## config.mk

```make
export PLATFORM = sky130hd
export DESIGN_NAME = tx_descriptor_status_handler
export DESIGN_NICKNAME = d
export VERILOG_FILES = /design/src/rtl/txdesc_pkg.sv /design/src/rtl/ahb_reg_port.sv /design/src/rtl/buffer_walker.sv /design/src/rtl/tx_descriptor_status_handler.sv
export SDC_FILE = /design/constraint.sdc
export NUM_CORES = 1
export LEC_CHECK = 0
export CORE_UTILIZATION = 39
export CTS_CLUSTER_SIZE = 28
export DETAILED_ROUTE_END_ITERATION = 10
export DONT_BUFFER_PORTS = 1
export HOLD_SLACK_MARGIN = 0.05
export PLACE_DENSITY = 0.57
export SLEW_MARGIN = 20
export SYNTH_ARGS = -nofsm -noshare
export SYNTH_HDL_FRONTEND = slang
export SYNTH_SLANG_ARGS = --single-unit
```

## constraint.sdc

```tcl
create_clock -name clk -period 5.8 [get_ports clk]
set_input_delay 1.16 -clock clk [delete_from_list [all_inputs] [get_ports clk]]
set_output_delay 1.16 -clock clk [all_outputs]
set_load 0.01 [all_outputs]
```

## src/rtl/txdesc_pkg.sv

```systemverilog
// shared constants and types for the transmit descriptor handler
// assumes a 50 MHz system clock and 16-bit descriptor words in memory
package txdesc_pkg;
  localparam int CLK_PERIOD_NS = 20;
  localparam int POLL_TIME_NS = 1600;
  localparam int POLL_CYCLES = (POLL_TIME_NS + CLK_PERIOD_NS - 1) / CLK_PERIOD_NS;
  localparam int POLL_W = 8;
  localparam logic [POLL_W-1:0] POLL_LOAD = POLL_W'(POLL_CYCLES - 1);
  localparam int ADDR_W = 24;
  localparam int BUFFER_BYTE_COUNT_W = 12;
  localparam int IDX_W = 8;
  localparam int DESC_SHIFT = 3;
  localparam logic [ADDR_W-1:0] W0_OFS = 24'h000000;
  localparam logic [ADDR_W-1:0] W1_OFS = 24'h000002;
  localparam logic [ADDR_W-1:0] W2_OFS = 24'h000004;
  localparam logic [ADDR_W-1:0] W3_OFS = 24'h000006;
  localparam int REG_AW = 5;
  localparam logic [REG_AW-1:0] CTRL_OFS = 5'h00;
  localparam logic [REG_AW-1:0] RING_BASE_OFS = 5'h04;
  localparam logic [REG_AW-1:0] RING_LEN_OFS = 5'h08;
  localparam logic [REG_AW-1:0] STATUS_OFS = 5'h0C;
  localparam logic [REG_AW-1:0] EVENT_OFS = 5'h10;
  localparam int CTRL_START_BIT = 0;
  localparam int CTRL_STOP_BIT = 1;
  localparam int CTRL_GDIS_BIT = 2;
  localparam int CTRL_DSU_BIT = 6;
  localparam int STAT_TRANSMITTER_ON_BIT = 0;
  localparam int STAT_BUSY_BIT = 1;
  localparam int STAT_IDX_LSB = 8;
  localparam int EV_W = 4;
  localparam int EV_DONE_BIT = 0;
  localparam int EV_DEFER_BIT = 1;
  localparam int EV_UFLOW_BIT = 2;
  localparam int EV_BERR_BIT = 3;
  localparam logic [ADDR_W-1:0] RING_BASE_RST = 24'h000000;
  localparam logic [IDX_W-1:0] RING_LEN_RST = 8'h01;
  localparam logic [2:0] HSIZE_WORD = 3'h2;

  typedef struct packed {
    logic holder;
    logic err;
    logic frame_check_insert;
    logic more;
    logic one;
    logic deferred_flag;
    logic first_buffer_flag;
    logic last_buffer_flag;
    logic [7:0] buffer_addr_high;
  } tx_desc_word1_t;

  typedef struct packed {
    logic buffer_error_flag;
    logic underflow_flag;
    logic res;
    logic late_collision_flag;
    logic carrier_lost;
    logic retry_failure_flag;
    logic [9:0] refl_count;
  } tx_desc_word3_t;

  typedef struct packed {
    logic en;
    logic [REG_AW-1:0] addr;
    logic [31:0] data;
  } reg_wr_t;
endpackage

```

## src/rtl/ahb_reg_port.sv

```systemverilog
// AHB-Lite slave front end: decodes transfers into register strobes
// assumes single word transfers; reads take one wait state
`timescale 1ns/1ps
module ahb_reg_port
  import txdesc_pkg::*;
(
  // clock and reset
  input wire logic clk,
  input wire logic arst_n,
  // ahb-lite
  input wire logic hsel,
  input wire logic [31:0] haddr,
  input wire logic [1:0] htrans,
  input wire logic hwrite,
  input wire logic [2:0] hsize,
  input wire logic [31:0] hwdata,
  input wire logic hready,
  output logic hreadyout,
  output logic hresp,
  output logic [31:0] hrdata,
  // register side
  output txdesc_pkg::reg_wr_t wr,
  output logic [txdesc_pkg::REG_AW-1:0] rd_addr,
  input wire logic [31:0] rd_value
);
  logic ph_valid;
  logic ph_write;
  logic ph_word;
  logic [REG_AW-1:0] ph_addr;
  logic rd_done;
  logic rd_stall;

  // the wait state keeps read data in a flop and sees a write just before it
  assign rd_stall = ph_valid && !ph_write && !rd_done;
  assign hreadyout = !rd_stall;
  assign hresp = 1'b0;
  assign rd_addr = ph_addr;
  assign wr.en = ph_valid && ph_write && ph_word;
  assign wr.addr = ph_addr;
  assign wr.data = hwdata;

  always_ff @(posedge clk or negedge arst_n) begin
    if (!arst_n) begin
      ph_valid <= 1'b0;
      ph_write <= 1'b0;
      ph_word <= 1'b0;
      ph_addr <= '0;
      rd_done <= 1'b0;
      hrdata <= '0;
    end else begin
      if (hready) begin
        ph_valid <= hsel && htrans[1];
        ph_write <= hwrite;
        ph_word <= (hsize == HSIZE_WORD);
        ph_addr <= haddr[REG_AW-1:0];
      end
      rd_done <= rd_stall;
      if (rd_stall) begin
        hrdata <= rd_value;
      end
    end
  end
endmodule

```

## src/rtl/buffer_walker.sv

```systemverilog
// walks one transmit buffer: byte address and remaining count
// assumes the count is loaded as the two's complement of the length
`timescale 1ns/1ps
module buffer_walker
  import txdesc_pkg::*;
(
  // clock and reset
  input wire logic clk,
  input wire logic arst_n,
  // control
  input wire logic load,
  input wire logic step,
  input wire logic [txdesc_pkg::ADDR_W-1:0] base,
  input wire logic [txdesc_pkg::BUFFER_BYTE_COUNT_W-1:0] count_neg,
  // state
  output logic [txdesc_pkg::ADDR_W-1:0] addr,
  output logic done
);
  logic [BUFFER_BYTE_COUNT_W-1:0] remaining;

  always_ff @(posedge clk or negedge arst_n) begin
    if (!arst_n) begin
      addr <= '0;
      remaining <= '0;
    end else if (load) begin
      addr <= base;
      remaining <= count_neg;
    end else if (step) begin
      addr <= addr + ADDR_W'(1);
      remaining <= remaining + BUFFER_BYTE_COUNT_W'(1);
    end
  end

  // a zero count means an empty buffer, which is legal
  assign done = (remaining == '0);
endmodule

```

## src/rtl/tx_descriptor_status_handler.sv

```systemverilog
// transmit descriptor engine: polls the ring, chains buffers, writes status
// assumes a 16-bit memory port with held request and one-cycle ack pulse
//
// Local design decisions: the placing of the registers and the AHB-Lite register port.
`timescale 1ns/1ps
module tx_descriptor_status_handler
  import txdesc_pkg::*;
(
  // clock and reset
  input wire logic clk,
  input wire logic arst_n,
  // ahb-lite register bus
  input wire logic hsel,
  input wire logic [31:0] haddr,
  input wire logic [1:0] htrans,
  input wire logic hwrite,
  input wire logic [2:0] hsize,
  input wire logic [31:0] hwdata,
  input wire logic hready,
  output logic hreadyout,
  output logic hresp,
  output logic [31:0] hrdata,
  // descriptor and buffer memory master
  output logic mem_req,
  output logic mem_we,
  output logic [txdesc_pkg::ADDR_W-1:0] mem_addr,
  output logic [15:0] mem_wdata,
  input wire logic mem_ack,
  input wire logic [15:0] mem_rdata,
  // frame byte stream towards the transmit fifo
  output logic [7:0] tx_data,
  output logic tx_valid,
  input wire logic tx_ready,
  output logic tx_first,
  output logic tx_fcs,
  output logic tx_end,
  output logic tx_abort,
  // media side status
  input wire logic fifo_underflow,
  input wire logic channel_busy,
  input wire logic late_collision,
  input wire logic retry_failure,
  output logic retry_allowed,
  output logic transmitter_on
);
  typedef enum logic [10:0] {
    S_IDLE      = 11'h001,
    S_POLL_RD   = 11'h002,
    S_POLL_WAIT = 11'h004,
    S_RD0       = 11'h008,
    S_RD2       = 11'h010,
    S_FETCH_RD  = 11'h020,
    S_FETCH_OUT = 11'h040,
    S_PEEK      = 11'h080,
    S_WB3       = 11'h100,
    S_WB1S      = 11'h200,
    S_WB1       = 11'h400
  } state_t;

  state_t state;
  state_t next_state;
  reg_wr_t wr;
  logic [REG_AW-1:0] rd_addr;
  logic [31:0] rd_value;
  logic global_tx_checksum_disable;
  logic disable_stop_on_underflow;
  logic [ADDR_W-1:0] ring_base;
  logic [IDX_W-1:0] ring_len;
  logic [IDX_W-1:0] idx;
  logic [IDX_W-1:0] idx_inc;
  logic [EV_W-1:0] events;
  logic [EV_W-1:0] ev_set;
  logic [POLL_W-1:0] poll_cnt;
  tx_desc_word1_t rd1;
  tx_desc_word1_t cur1;
  tx_desc_word1_t nxt1;
  tx_desc_word1_t wb1;
  tx_desc_word3_t wb3;
  logic [15:0] buf_lo;
  logic [ADDR_W-1:0] walk_addr;
  logic walk_done;
  logic walk_load;
  logic walk_step;
  logic underflow_flag_seen;
  logic late_collision_flag_seen;
  logic retry_failure_flag_seen;
  logic def_seen;
  logic first_pending;
  logic chain_ok;
  logic st_berr;
  logic st_underflow_flag;
  logic in_frame;
  logic underflow_flag_any;
  logic peek_fail;
  logic berr_now;
  logic underflow_flag_now;
  logic wb_entry;
  logic err_stop;
  logic frame_start;
  logic skip_desc;
  logic ctrl_wr;

  ahb_reg_port u_bus (
    .clk(clk),
    .arst_n(arst_n),
    .hsel(hsel),
    .haddr(haddr),
    .htrans(htrans),
    .hwrite(hwrite),
    .hsize(hsize),
    .hwdata(hwdata),
    .hready(hready),
    .hreadyout(hreadyout),
    .hresp(hresp),
    .hrdata(hrdata),
    .wr(wr),
    .rd_addr(rd_addr),
    .rd_value(rd_value)
  );

  buffer_walker u_walk (
    .clk(clk),
    .arst_n(arst_n),
    .load(walk_load),
    .step(walk_step),
    .base({cur1.buffer_addr_high, buf_lo}),
    .count_neg(mem_rdata[BUFFER_BYTE_COUNT_W-1:0]),
    .addr(walk_addr),
    .done(walk_done)
  );

  function automatic logic [ADDR_W-1:0] desc_addr(input logic [IDX_W-1:0] i);
    desc_addr = ring_base + {{(ADDR_W - IDX_W - DESC_SHIFT){1'b0}}, i, {DESC_SHIFT{1'b0}}};
  endfunction

  assign rd1 = mem_rdata;
  assign ctrl_wr = wr.en && (wr.addr == CTRL_OFS);
  assign idx_inc = (idx + IDX_W'(1) >= ring_len) ? '0 : idx + IDX_W'(1);
  assign in_frame = !(state inside {S_IDLE, S_POLL_RD, S_POLL_WAIT});
  assign underflow_flag_any = underflow_flag_seen || (fifo_underflow && in_frame);
  // a held next descriptor is the only way to continue a chain
  assign peek_fail = (state == S_PEEK) && mem_ack && !rd1.holder;
  // underflow in a buffer that is not the last one means the next status came too late
  assign berr_now = peek_fail || (underflow_flag_any && !cur1.last_buffer_flag);
  assign underflow_flag_now = underflow_flag_any || berr_now;
  assign wb_entry = (next_state == S_WB3) && (state != S_WB3);
  assign err_stop = wb_entry && underflow_flag_now && !disable_stop_on_underflow;
  assign frame_start = (state == S_POLL_RD) && mem_ack && rd1.holder && rd1.first_buffer_flag;
  assign skip_desc = (state == S_POLL_RD) && mem_ack && rd1.holder && !rd1.first_buffer_flag;
  assign walk_load = (state == S_RD2) && mem_ack;
  assign walk_step = (state == S_FETCH_OUT) && tx_ready && !underflow_flag_seen;
  assign tx_valid = (state == S_FETCH_OUT) && !underflow_flag_seen;
  assign retry_allowed = !late_collision_flag_seen;

  // next state
  always_comb begin
    next_state = state;
    case (state)
      S_IDLE: begin
        if (transmitter_on) begin
          next_state = S_POLL_RD;
        end
      end
      S_POLL_RD: begin
        if (frame_start) begin
          next_state = S_RD0;
        end else if (mem_ack && !rd1.holder) begin
          next_state = S_POLL_WAIT;
        end
      end
      S_POLL_WAIT: begin
        if (!transmitter_on) begin
          next_state = S_IDLE;
        end else if (poll_cnt == '0) begin
          next_state = S_POLL_RD;
        end
      end
      S_RD0: begin
        if (mem_ack) begin
          next_state = S_RD2;
        end
      end
      S_RD2: begin
        if (mem_ack) begin
          next_state = S_FETCH_RD;
        end
      end
      S_FETCH_RD: begin
        if (walk_done) begin
          next_state = (cur1.last_buffer_flag || underflow_flag_any) ? S_WB3 : S_PEEK;
        end else if (mem_ack) begin
          next_state = underflow_flag_any ? S_WB3 : S_FETCH_OUT;
        end
      end
      S_FETCH_OUT: begin
        if (underflow_flag_any) begin
          next_state = S_WB3;
        end else if (tx_ready) begin
          next_state = S_FETCH_RD;
        end
      end
      S_PEEK: begin
        if (mem_ack) begin
          next_state = S_WB3;
        end
      end
      S_WB3: begin
        if (mem_ack) begin
          next_state = S_WB1S;
        end
      end
      S_WB1S: begin
        if (mem_ack) begin
          next_state = S_WB1;
        end
      end
      S_WB1: begin
        if (mem_ack) begin
          if (chain_ok) begin
            next_state = S_RD0;
          end else begin
            next_state = transmitter_on ? S_POLL_RD : S_IDLE;
          end
        end
      end
      default: begin
        next_state = S_IDLE;
      end
    endcase
  end

  always_ff @(posedge clk or negedge arst_n) begin
    if (!arst_n) begin
      state <= S_IDLE;
    end else begin
      state <= next_state;
    end
  end

  // memory port; request and address hold until the ack
  always_comb begin
    mem_req = 1'b1;
    mem_we = 1'b0;
    mem_addr = desc_addr(idx);
    case (state)
      S_POLL_RD: mem_addr = desc_addr(idx) + W1_OFS;
      S_RD0: mem_addr = desc_addr(idx) + W0_OFS;
      S_RD2: mem_addr = desc_addr(idx) + W2_OFS;
      S_FETCH_RD: begin
        mem_addr = walk_addr;
        mem_req = !walk_done;
      end
      S_PEEK: mem_addr = desc_addr(idx_inc) + W1_OFS;
      S_WB3: begin
        mem_addr = desc_addr(idx) + W3_OFS;
        mem_we = 1'b1;
      end
      S_WB1S, S_WB1: begin
        mem_addr = desc_addr(idx) + W1_OFS;
        mem_we = 1'b1;
      end
      default: mem_req = 1'b0;
    endcase
  end

  // host-owned fields are copied back exactly as read
  always_comb begin
    wb1 = cur1;
    wb1.err = st_underflow_flag || st_berr || late_collision_flag_seen || retry_failure_flag_seen;
    wb1.deferred_flag = def_seen;
    wb1.holder = (state == S_WB1S);
    wb3 = '0;
    wb3.buffer_error_flag = st_berr;
    wb3.underflow_flag = st_underflow_flag;
    wb3.late_collision_flag = late_collision_flag_seen;
    wb3.retry_failure_flag = retry_failure_flag_seen;
    mem_wdata = (state == S_WB3) ? wb3 : wb1;
  end

  // descriptor words and ring position
  always_ff @(posedge clk or negedge arst_n) begin
    if (!arst_n) begin
      cur1 <= '0;
      nxt1 <= '0;
      buf_lo <= '0;
      idx <= '0;
      chain_ok <= 1'b0;
    end else begin
      if (wr.en && (wr.addr == RING_BASE_OFS)) begin
        idx <= '0;
      end else if (skip_desc || ((state == S_WB1) && mem_ack)) begin
        idx <= idx_inc;
      end
      if (frame_start) begin
        cur1 <= rd1;
      end else if ((state == S_WB1) && mem_ack && chain_ok) begin
        cur1 <= nxt1;
      end
      if ((state == S_RD0) && mem_ack) begin
        buf_lo <= mem_rdata;
      end
      if ((state == S_PEEK) && mem_ack) begin
        nxt1 <= rd1;
      end
      if (wb_entry) begin
        chain_ok <= (state == S_PEEK) && !berr_now && !underflow_flag_now;
      end
    end
  end

  // frame error and status gathering
  always_ff @(posedge clk or negedge arst_n) begin
    if (!arst_n) begin
      underflow_flag_seen <= 1'b0;
      late_collision_flag_seen <= 1'b0;
      retry_failure_flag_seen <= 1'b0;
      def_seen <= 1'b0;
      first_pending <= 1'b0;
      st_berr <= 1'b0;
      st_underflow_flag <= 1'b0;
    end else begin
      if (frame_start) begin
        underflow_flag_seen <= 1'b0;
        late_collision_flag_seen <= 1'b0;
        retry_failure_flag_seen <= 1'b0;
        def_seen <= 1'b0;
        first_pending <= 1'b1;
      end else begin
        underflow_flag_seen <= underflow_flag_any;
        late_collision_flag_seen <= late_collision_flag_seen || (late_collision && in_frame);
        retry_failure_flag_seen <= retry_failure_flag_seen || (retry_failure && in_frame);
        if ((state == S_FETCH_OUT) && first_pending && channel_busy) begin
          def_seen <= 1'b1;
        end
        if (walk_step) begin
          first_pending <= 1'b0;
        end
      end
      if (wb_entry) begin
        st_berr <= berr_now;
        st_underflow_flag <= underflow_flag_now;
      end
    end
  end

  // stream data and frame markers
  always_ff @(posedge clk or negedge arst_n) begin
    if (!arst_n) begin
      tx_data <= '0;
      tx_first <= 1'b0;
      tx_fcs <= 1'b0;
      tx_end <= 1'b0;
      tx_abort <= 1'b0;
    end else begin
      if ((state == S_FETCH_RD) && mem_ack) begin
        tx_data <= mem_rdata[7:0];
        tx_first <= first_pending;
      end
      if (frame_start) begin
        tx_fcs <= rd1.frame_check_insert || !global_tx_checksum_disable;
      end
      // only the last buffer closes the frame; chained buffers must not end it early
      tx_end <= wb_entry && !underflow_flag_now && cur1.last_buffer_flag;
      tx_abort <= wb_entry && underflow_flag_now;
    end
  end

  // poll spacing while the ring head is still with the host
  always_ff @(posedge clk or negedge arst_n) begin
    if (!arst_n) begin
      poll_cnt <= '0;
    end else if (next_state == S_POLL_WAIT && state != S_POLL_WAIT) begin
      poll_cnt <= POLL_LOAD;
    end else if (poll_cnt != '0) begin
      poll_cnt <= poll_cnt - POLL_W'(1);
    end
  end

  // software registers; an error stop wins over a start in the same cycle
  always_ff @(posedge clk or negedge arst_n) begin
    if (!arst_n) begin
      transmitter_on <= 1'b0;
      global_tx_checksum_disable <= 1'b0;
      disable_stop_on_underflow <= 1'b0;
      ring_base <= RING_BASE_RST;
      ring_len <= RING_LEN_RST;
    end else begin
      if (err_stop) begin
        transmitter_on <= 1'b0;
      end else if (ctrl_wr && wr.data[CTRL_STOP_BIT]) begin
        transmitter_on <= 1'b0;
      end else if (ctrl_wr && wr.data[CTRL_START_BIT]) begin
        transmitter_on <= 1'b1;
      end
      if (ctrl_wr) begin
        global_tx_checksum_disable <= wr.data[CTRL_GDIS_BIT];
        disable_stop_on_underflow <= wr.data[CTRL_DSU_BIT];
      end
      if (wr.en && (wr.addr == RING_BASE_OFS)) begin
        ring_base <= wr.data[ADDR_W-1:0];
      end
      if (wr.en && (wr.addr == RING_LEN_OFS)) begin
        ring_len <= wr.data[IDX_W-1:0];
      end
    end
  end

  // sticky events, write one to clear; a new event beats the clear
  always_comb begin
    ev_set = '0;
    ev_set[EV_DONE_BIT] = (state == S_WB1) && mem_ack;
    ev_set[EV_DEFER_BIT] = wb_entry && def_seen;
    ev_set[EV_UFLOW_BIT] = wb_entry && underflow_flag_now;
    ev_set[EV_BERR_BIT] = wb_entry && berr_now;
  end

  always_ff @(posedge clk or negedge arst_n) begin
    if (!arst_n) begin
      events <= '0;
    end else if (wr.en && (wr.addr == EVENT_OFS)) begin
      events <= (events & ~wr.data[EV_W-1:0]) | ev_set;
    end else begin
      events <= events | ev_set;
    end
  end

  always_comb begin
    rd_value = '0;
    case (rd_addr)
      CTRL_OFS: begin
        rd_value[CTRL_GDIS_BIT] = global_tx_checksum_disable;
        rd_value[CTRL_DSU_BIT] = disable_stop_on_underflow;
      end
      RING_BASE_OFS: rd_value[ADDR_W-1:0] = ring_base;
      RING_LEN_OFS: rd_value[IDX_W-1:0] = ring_len;
      STATUS_OFS: begin
        rd_value[STAT_TRANSMITTER_ON_BIT] = transmitter_on;
        rd_value[STAT_BUSY_BIT] = in_frame;
        rd_value[STAT_IDX_LSB +: IDX_W] = idx;
      end
      EVENT_OFS: rd_value[EV_W-1:0] = events;
      default: rd_value = '0;
    endcase
  end
endmodule

```

==> flow_results.xml <==
<?xml version="1.0" encoding="UTF-8"?>
<metrics>
  <group name="outcome">
    <metric name="run_status" unit="">finished, violations left</metric>
    <metric name="violated_checks" unit="">negative setup slack</metric>
  </group>
  <group name="drt">
    <metric name="routed-via-count" unit="">11100</metric>
    <metric name="highest-signal-layer" unit="">met4</metric>
    <metric name="routedWlPerCell" unit="um">20.4</metric>
    <metric name="route.final.wire_length" unit="um">38800</metric>
    <metric name="antenna_violating_nets_post_route" unit="">0</metric>
    <metric name="detail_route.iter0.violations" unit="">906</metric>
    <metric name="met2RoutedLength" unit="um">17600</metric>
    <metric name="route.met3.wl" unit="um">2280</metric>
    <metric name="drt_pass1_iterations" unit="">5</metric>
    <metric name="post-route-drc-count" unit="">0</metric>
    <metric name="routed_via_density" unit="">5.83</metric>
    <metric name="drt-met1-wl" unit="um">18200</metric>
  </group>
  <group name="floorplan">
    <metric name="die_h" unit="um">183</metric>
    <metric name="die_width" unit="um">183</metric>
    <metric name="core_area" unit="sq mm">0.0319</metric>
    <metric name="boundaryPins" unit="">187</metric>
    <metric name="rows" unit="">65</metric>
    <metric name="die-area" unit="sq mm">0.0334</metric>
    <metric name="initial_core_util" unit="">0.400</metric>
  </group>
  <group name="place">
    <metric name="buffer_ports.inserted" unit="">0</metric>
    <metric name="post-dp-hpwl" unit="um">28500</metric>
    <metric name="gp_congestion" unit="">0.915</metric>
  </group>
  <group name="worst_setup_path">
    <metric name="start_kind" unit="">flop</metric>
    <metric name="worstSetupEndpointType" unit="">primary output</metric>
    <metric name="setup.reg_to_reg.worst_slack" unit="ns">2.13</metric>
    <metric name="arrival_time_at_the_worst_endpoint" unit="ns">4.74</metric>
    <metric name="critPathRequiredTime" unit="ns">4.64</metric>
    <metric name="worstPathMaxFanout" unit="">6</metric>
    <metric name="timing_worst_setup_path_type" unit="">flop to primary output</metric>
  </group>
  <group name="job">
    <metric name="drv.max_cap_violation_count" unit="">0</metric>
  </group>
  <group name="layout">
    <metric name="seq_area" unit="sq mm">0.00493</metric>
    <metric name="n_fill_cell" unit="">3149</metric>
    <metric name="multiInputGateArea" unit="sq mm">0.00766</metric>
    <metric name="synthToLayoutAreaGrowth" unit="%">12.9</metric>
    <metric name="final_util" unit="">0.452</metric>
    <metric name="mostFrequentLayoutCell" unit="">sky130_fd_sc_hd__nand2_1</metric>
    <metric name="insertedDiodeCount" unit="">0</metric>
    <metric name="final_nets" unit="">1589</metric>
    <metric name="layout-drive-gt1-share" unit="">0.180</metric>
    <metric name="most-common-layout-cells" unit="">sky130_fd_sc_hd__nand2_1, sky130_fd_sc_hd__dfrtp_1, sky130_fd_sc_hd__nor2_1</metric>
  </group>
  <group name="cts">
    <metric name="cts_hold_repair.buffers" unit="">0</metric>
    <metric name="ctsHtreeMaxLevel" unit="">4</metric>
    <metric name="ctsLongestPathBuffers" unit="">2</metric>
    <metric name="cts_made_buffers" unit="">17</metric>
    <metric name="path_clk_slew" unit="ns">0.07</metric>
    <metric name="ctsRootBufferMaster" unit="">sky130_fd_sc_hd__clkbuf_16</metric>
    <metric name="tritoncts" unit="">yes</metric>
    <metric name="clkLatencyLatePin" unit="ns">0.45</metric>
    <metric name="cts_num_sinks" unit="">197</metric>
  </group>
  <group name="synthesis">
    <metric name="post_synth_num_cell_types" unit="">91</metric>
    <metric name="postSynth.topFlopCell" unit="">sky130_fd_sc_hd__dfrtp_1</metric>
    <metric name="yosys_warnings" unit="">0</metric>
    <metric name="async_flop_share" unit="">1.00</metric>
    <metric name="synth_enable_flop_cells" unit="">0</metric>
    <metric name="synth.largest_area_cell" unit="">sky130_fd_sc_hd__dfrtp_1</metric>
    <metric name="synth_largest_type_area_fraction" unit="">0.383</metric>
    <metric name="yosys_register_bits" unit="">197</metric>
    <metric name="post_synth_instance_area" unit="sq mm">0.0128</metric>
    <metric name="synth.yosys.seq_area_share" unit="">0.387</metric>
    <metric name="ys_top_cells_by_area" unit="">sky130_fd_sc_hd__dfrtp_1, sky130_fd_sc_hd__mux2_2, sky130_fd_sc_hd__nand2_1</metric>
    <metric name="post_synth.cell_area_avg" unit="sq um">8.83</metric>
    <metric name="synthCells" unit="">1445</metric>
  </group>
  <group name="power_and_ir_drop">
    <metric name="p_per_area" unit="mW/mm^2">212</metric>
    <metric name="leakagePower" unit="uW">0.00640</metric>
    <metric name="max-vdd-ir-drop" unit="mV">0.209</metric>
    <metric name="power.total" unit="uW">3060</metric>
  </group>
  <group name="timing">
    <metric name="worstMarginPinSlew" unit="ns">1.09</metric>
    <metric name="fin_skew" unit="ns">0.0164</metric>
    <metric name="post_route_worst_hold_slack" unit="ns">0.401</metric>
    <metric name="rsz_0062_raised_after_global_routing" unit="">yes</metric>
    <metric name="postLayoutSetupSlackWorst" unit="ns">-0.103</metric>
    <metric name="timing.slew.headroom" unit="">0.270</metric>
    <metric name="final_period_minus_worst_setup_slack" unit="ns">5.90</metric>
    <metric name="max_freq" unit="GHz">0.169</metric>
    <metric name="final.period_utilization" unit="">1.02</metric>
    <metric name="finalSetupViolCount" unit="">7</metric>
    <metric name="drv_slew" unit="">0</metric>
    <metric name="timing.final.hold_violations" unit="">0</metric>
  </group>
  <group name="global_routing">
    <metric name="grt.overflow.total" unit="">0</metric>
    <metric name="first_global_vias" unit="">10800</metric>
    <metric name="grt_first_pass_wirelength" unit="um">60800</metric>
    <metric name="grt_use_total" unit="">0.233</metric>
    <metric name="grt_antenna_before_repair" unit="">1</metric>
    <metric name="pin_count_of_the_biggest_net_entering_global_routing" unit="">198</metric>
  </group>
  <group name="worst_hold_path">
    <metric name="hold_path.class" unit="">input pin to async pin</metric>
  </group>
</metrics>
## sequential cells by signal (all words and copies together) (netlist names), 4 cells and up
name              count
idx                   8
tx_data               8
u_walk.addr          24
buf_lo               16
state                11
nxt1                 13
u_bus.hrdata         24
events                4
ring_base            24
cur1                 13
ring_len              8
u_walk.remaining     12
poll_cnt              8
u_bus.rd_addr         5
## cells by family after synthesis
family,count (synthesis),synth area share
other,1,0.000294
muxes,78,0.0684
adders and majority gates,35,0.0355
xor gates and xnor gates,66,0.0465
buffers and inverters,124,0.0408
and+or+nand+nor,600,0.234
AOI/OAI and AO/OA,344,0.188
DFF,197,0.387
## critical path: stages, from the launching register on
cell	delay, ns
sky130_fd_sc_hd__dfrtp_1	0.38
sky130_fd_sc_hd__ha_1	0.32
sky130_fd_sc_hd__ha_1	0.28
sky130_fd_sc_hd__a21o_1	0.15
sky130_fd_sc_hd__a21o_1	0.17
sky130_fd_sc_hd__a21o_1	0.17
sky130_fd_sc_hd__a21o_1	0.18
sky130_fd_sc_hd__a2111oi_4	0.44
sky130_fd_sc_hd__nor2_4	0.13
sky130_fd_sc_hd__buf_6	0.16
sky130_fd_sc_hd__nor2b_4	0.12
sky130_fd_sc_hd__ha_4	0.20
sky130_fd_sc_hd__o21a_1	0.19
sky130_fd_sc_hd__buf_4	0.15
sky130_fd_sc_hd__a41oi_4	0.29
sky130_fd_sc_hd__buf_6	0.15
sky130_fd_sc_hd__nor2_1	0.04
sky130_fd_sc_hd__xnor2_1	0.19
sky130_fd_sc_hd__o211ai_1	0.13
sky130_fd_sc_hd__nor4_1	0.21
sky130_fd_sc_hd__o21ai_1	0.09
sky130_fd_sc_hd__buf_4	0.15
## metal layers
metal | global-route usage | vias up
li1 | - | 5295
met1 | 0.322 | 5442
met2 | 0.365 | 326
met3 | 0.0534 | 44
met4 | 0.0630 | 0
met5 | 0 | -
## report_power, final
| group | internal [uW] | switching (uW) |
|---|---|---|
| Clock | 574 | 582 |
| Combinational | 144 | 190 |
| Sequential | 1460 | 100 |
| Total | 2180 | 873 |
## worst paths after layout
path                            start              end  depth (start not counted)
setup / recovery               idx[1]     mem_addr[19]                         21
hold / removal                 arst_n   u_bus.ph_valid                          0
setup reg to reg             state[3]         chain_ok                          7
hold reg to reg            buf_lo[10]  u_walk.addr[10]                          2
max in group asynchronous      arst_n   u_walk.addr[7]                          0
min in group clk           buf_lo[10]  u_walk.addr[10]                          2
## cells in the mapped netlist, types with 6 or more instances
library cell               instances
sky130_fd_sc_hd__or3_1            15
sky130_fd_sc_hd__and4_1            8
sky130_fd_sc_hd__buf_2             9
sky130_fd_sc_hd__nand4_1          31
sky130_fd_sc_hd__nor2b_1          11
sky130_fd_sc_hd__o22ai_1           9
sky130_fd_sc_hd__or2_2            11
sky130_fd_sc_hd__a221o_1          15
sky130_fd_sc_hd__o31ai_1           8
sky130_fd_sc_hd__a222oi_1          6
sky130_fd_sc_hd__and2_1           21
sky130_fd_sc_hd__a22o_1            6
sky130_fd_sc_hd__nor3b_1           7
sky130_fd_sc_hd__nor2_1          120
sky130_fd_sc_hd__buf_4            11
sky130_fd_sc_hd__or4_1             9
sky130_fd_sc_hd__ha_1             33
sky130_fd_sc_hd__a211oi_1          8
sky130_fd_sc_hd__nor3_1           34
sky130_fd_sc_hd__inv_1            38
sky130_fd_sc_hd__a21oi_1          38
sky130_fd_sc_hd__nand2b_1          7
sky130_fd_sc_hd__nand3_1          48
sky130_fd_sc_hd__and3_1           19
sky130_fd_sc_hd__xor2_1           31
sky130_fd_sc_hd__mux2_2           73
sky130_fd_sc_hd__o211ai_1         12
sky130_fd_sc_hd__a31oi_1          25
sky130_fd_sc_hd__dfrtp_1         195
sky130_fd_sc_hd__a22oi_1           7
sky130_fd_sc_hd__a21o_1           15
sky130_fd_sc_hd__o21a_1            7
sky130_fd_sc_hd__clkbuf_1         60
sky130_fd_sc_hd__nor4_1           18
sky130_fd_sc_hd__xnor2_1          33
sky130_fd_sc_hd__nand2_1         209
sky130_fd_sc_hd__a221oi_1         16
sky130_fd_sc_hd__o21ai_0         109
## through the flow
step	area (sq um)	setup slack [ns]	TNS (ns)	cells
after floorplan	12800	0.0179	0	1453
after global placement	13400	-0.0780	-0.109	1860
after detailed placement	13400	-0.0511	-0.0511	1860
after CTS	14100	-0.114	-0.316	1890
after global routing	14400	-0.380	-3.12	1904
final	14400	-0.103	-0.447	1904
## area by class of cell
class	count	area share
Multi-Input combinational cell	1132	0.532
Clock inverter	12	0.00843
Sequential cell	197	0.343
Timing Repair Buffer	72	0.0386
Inverter	38	0.00991
Clock buffer	18	0.0305
Tap cell	435	0.0378
## timing repair
action / in CTS / in global routing
setup endpoints to repair: 15 / 15
pin swaps: 15 / 33
buffers inserted: 0 / 14
resized for setup: 17 / 50
gates cloned: 0 / 0
(Power assumes the default switching activity.)
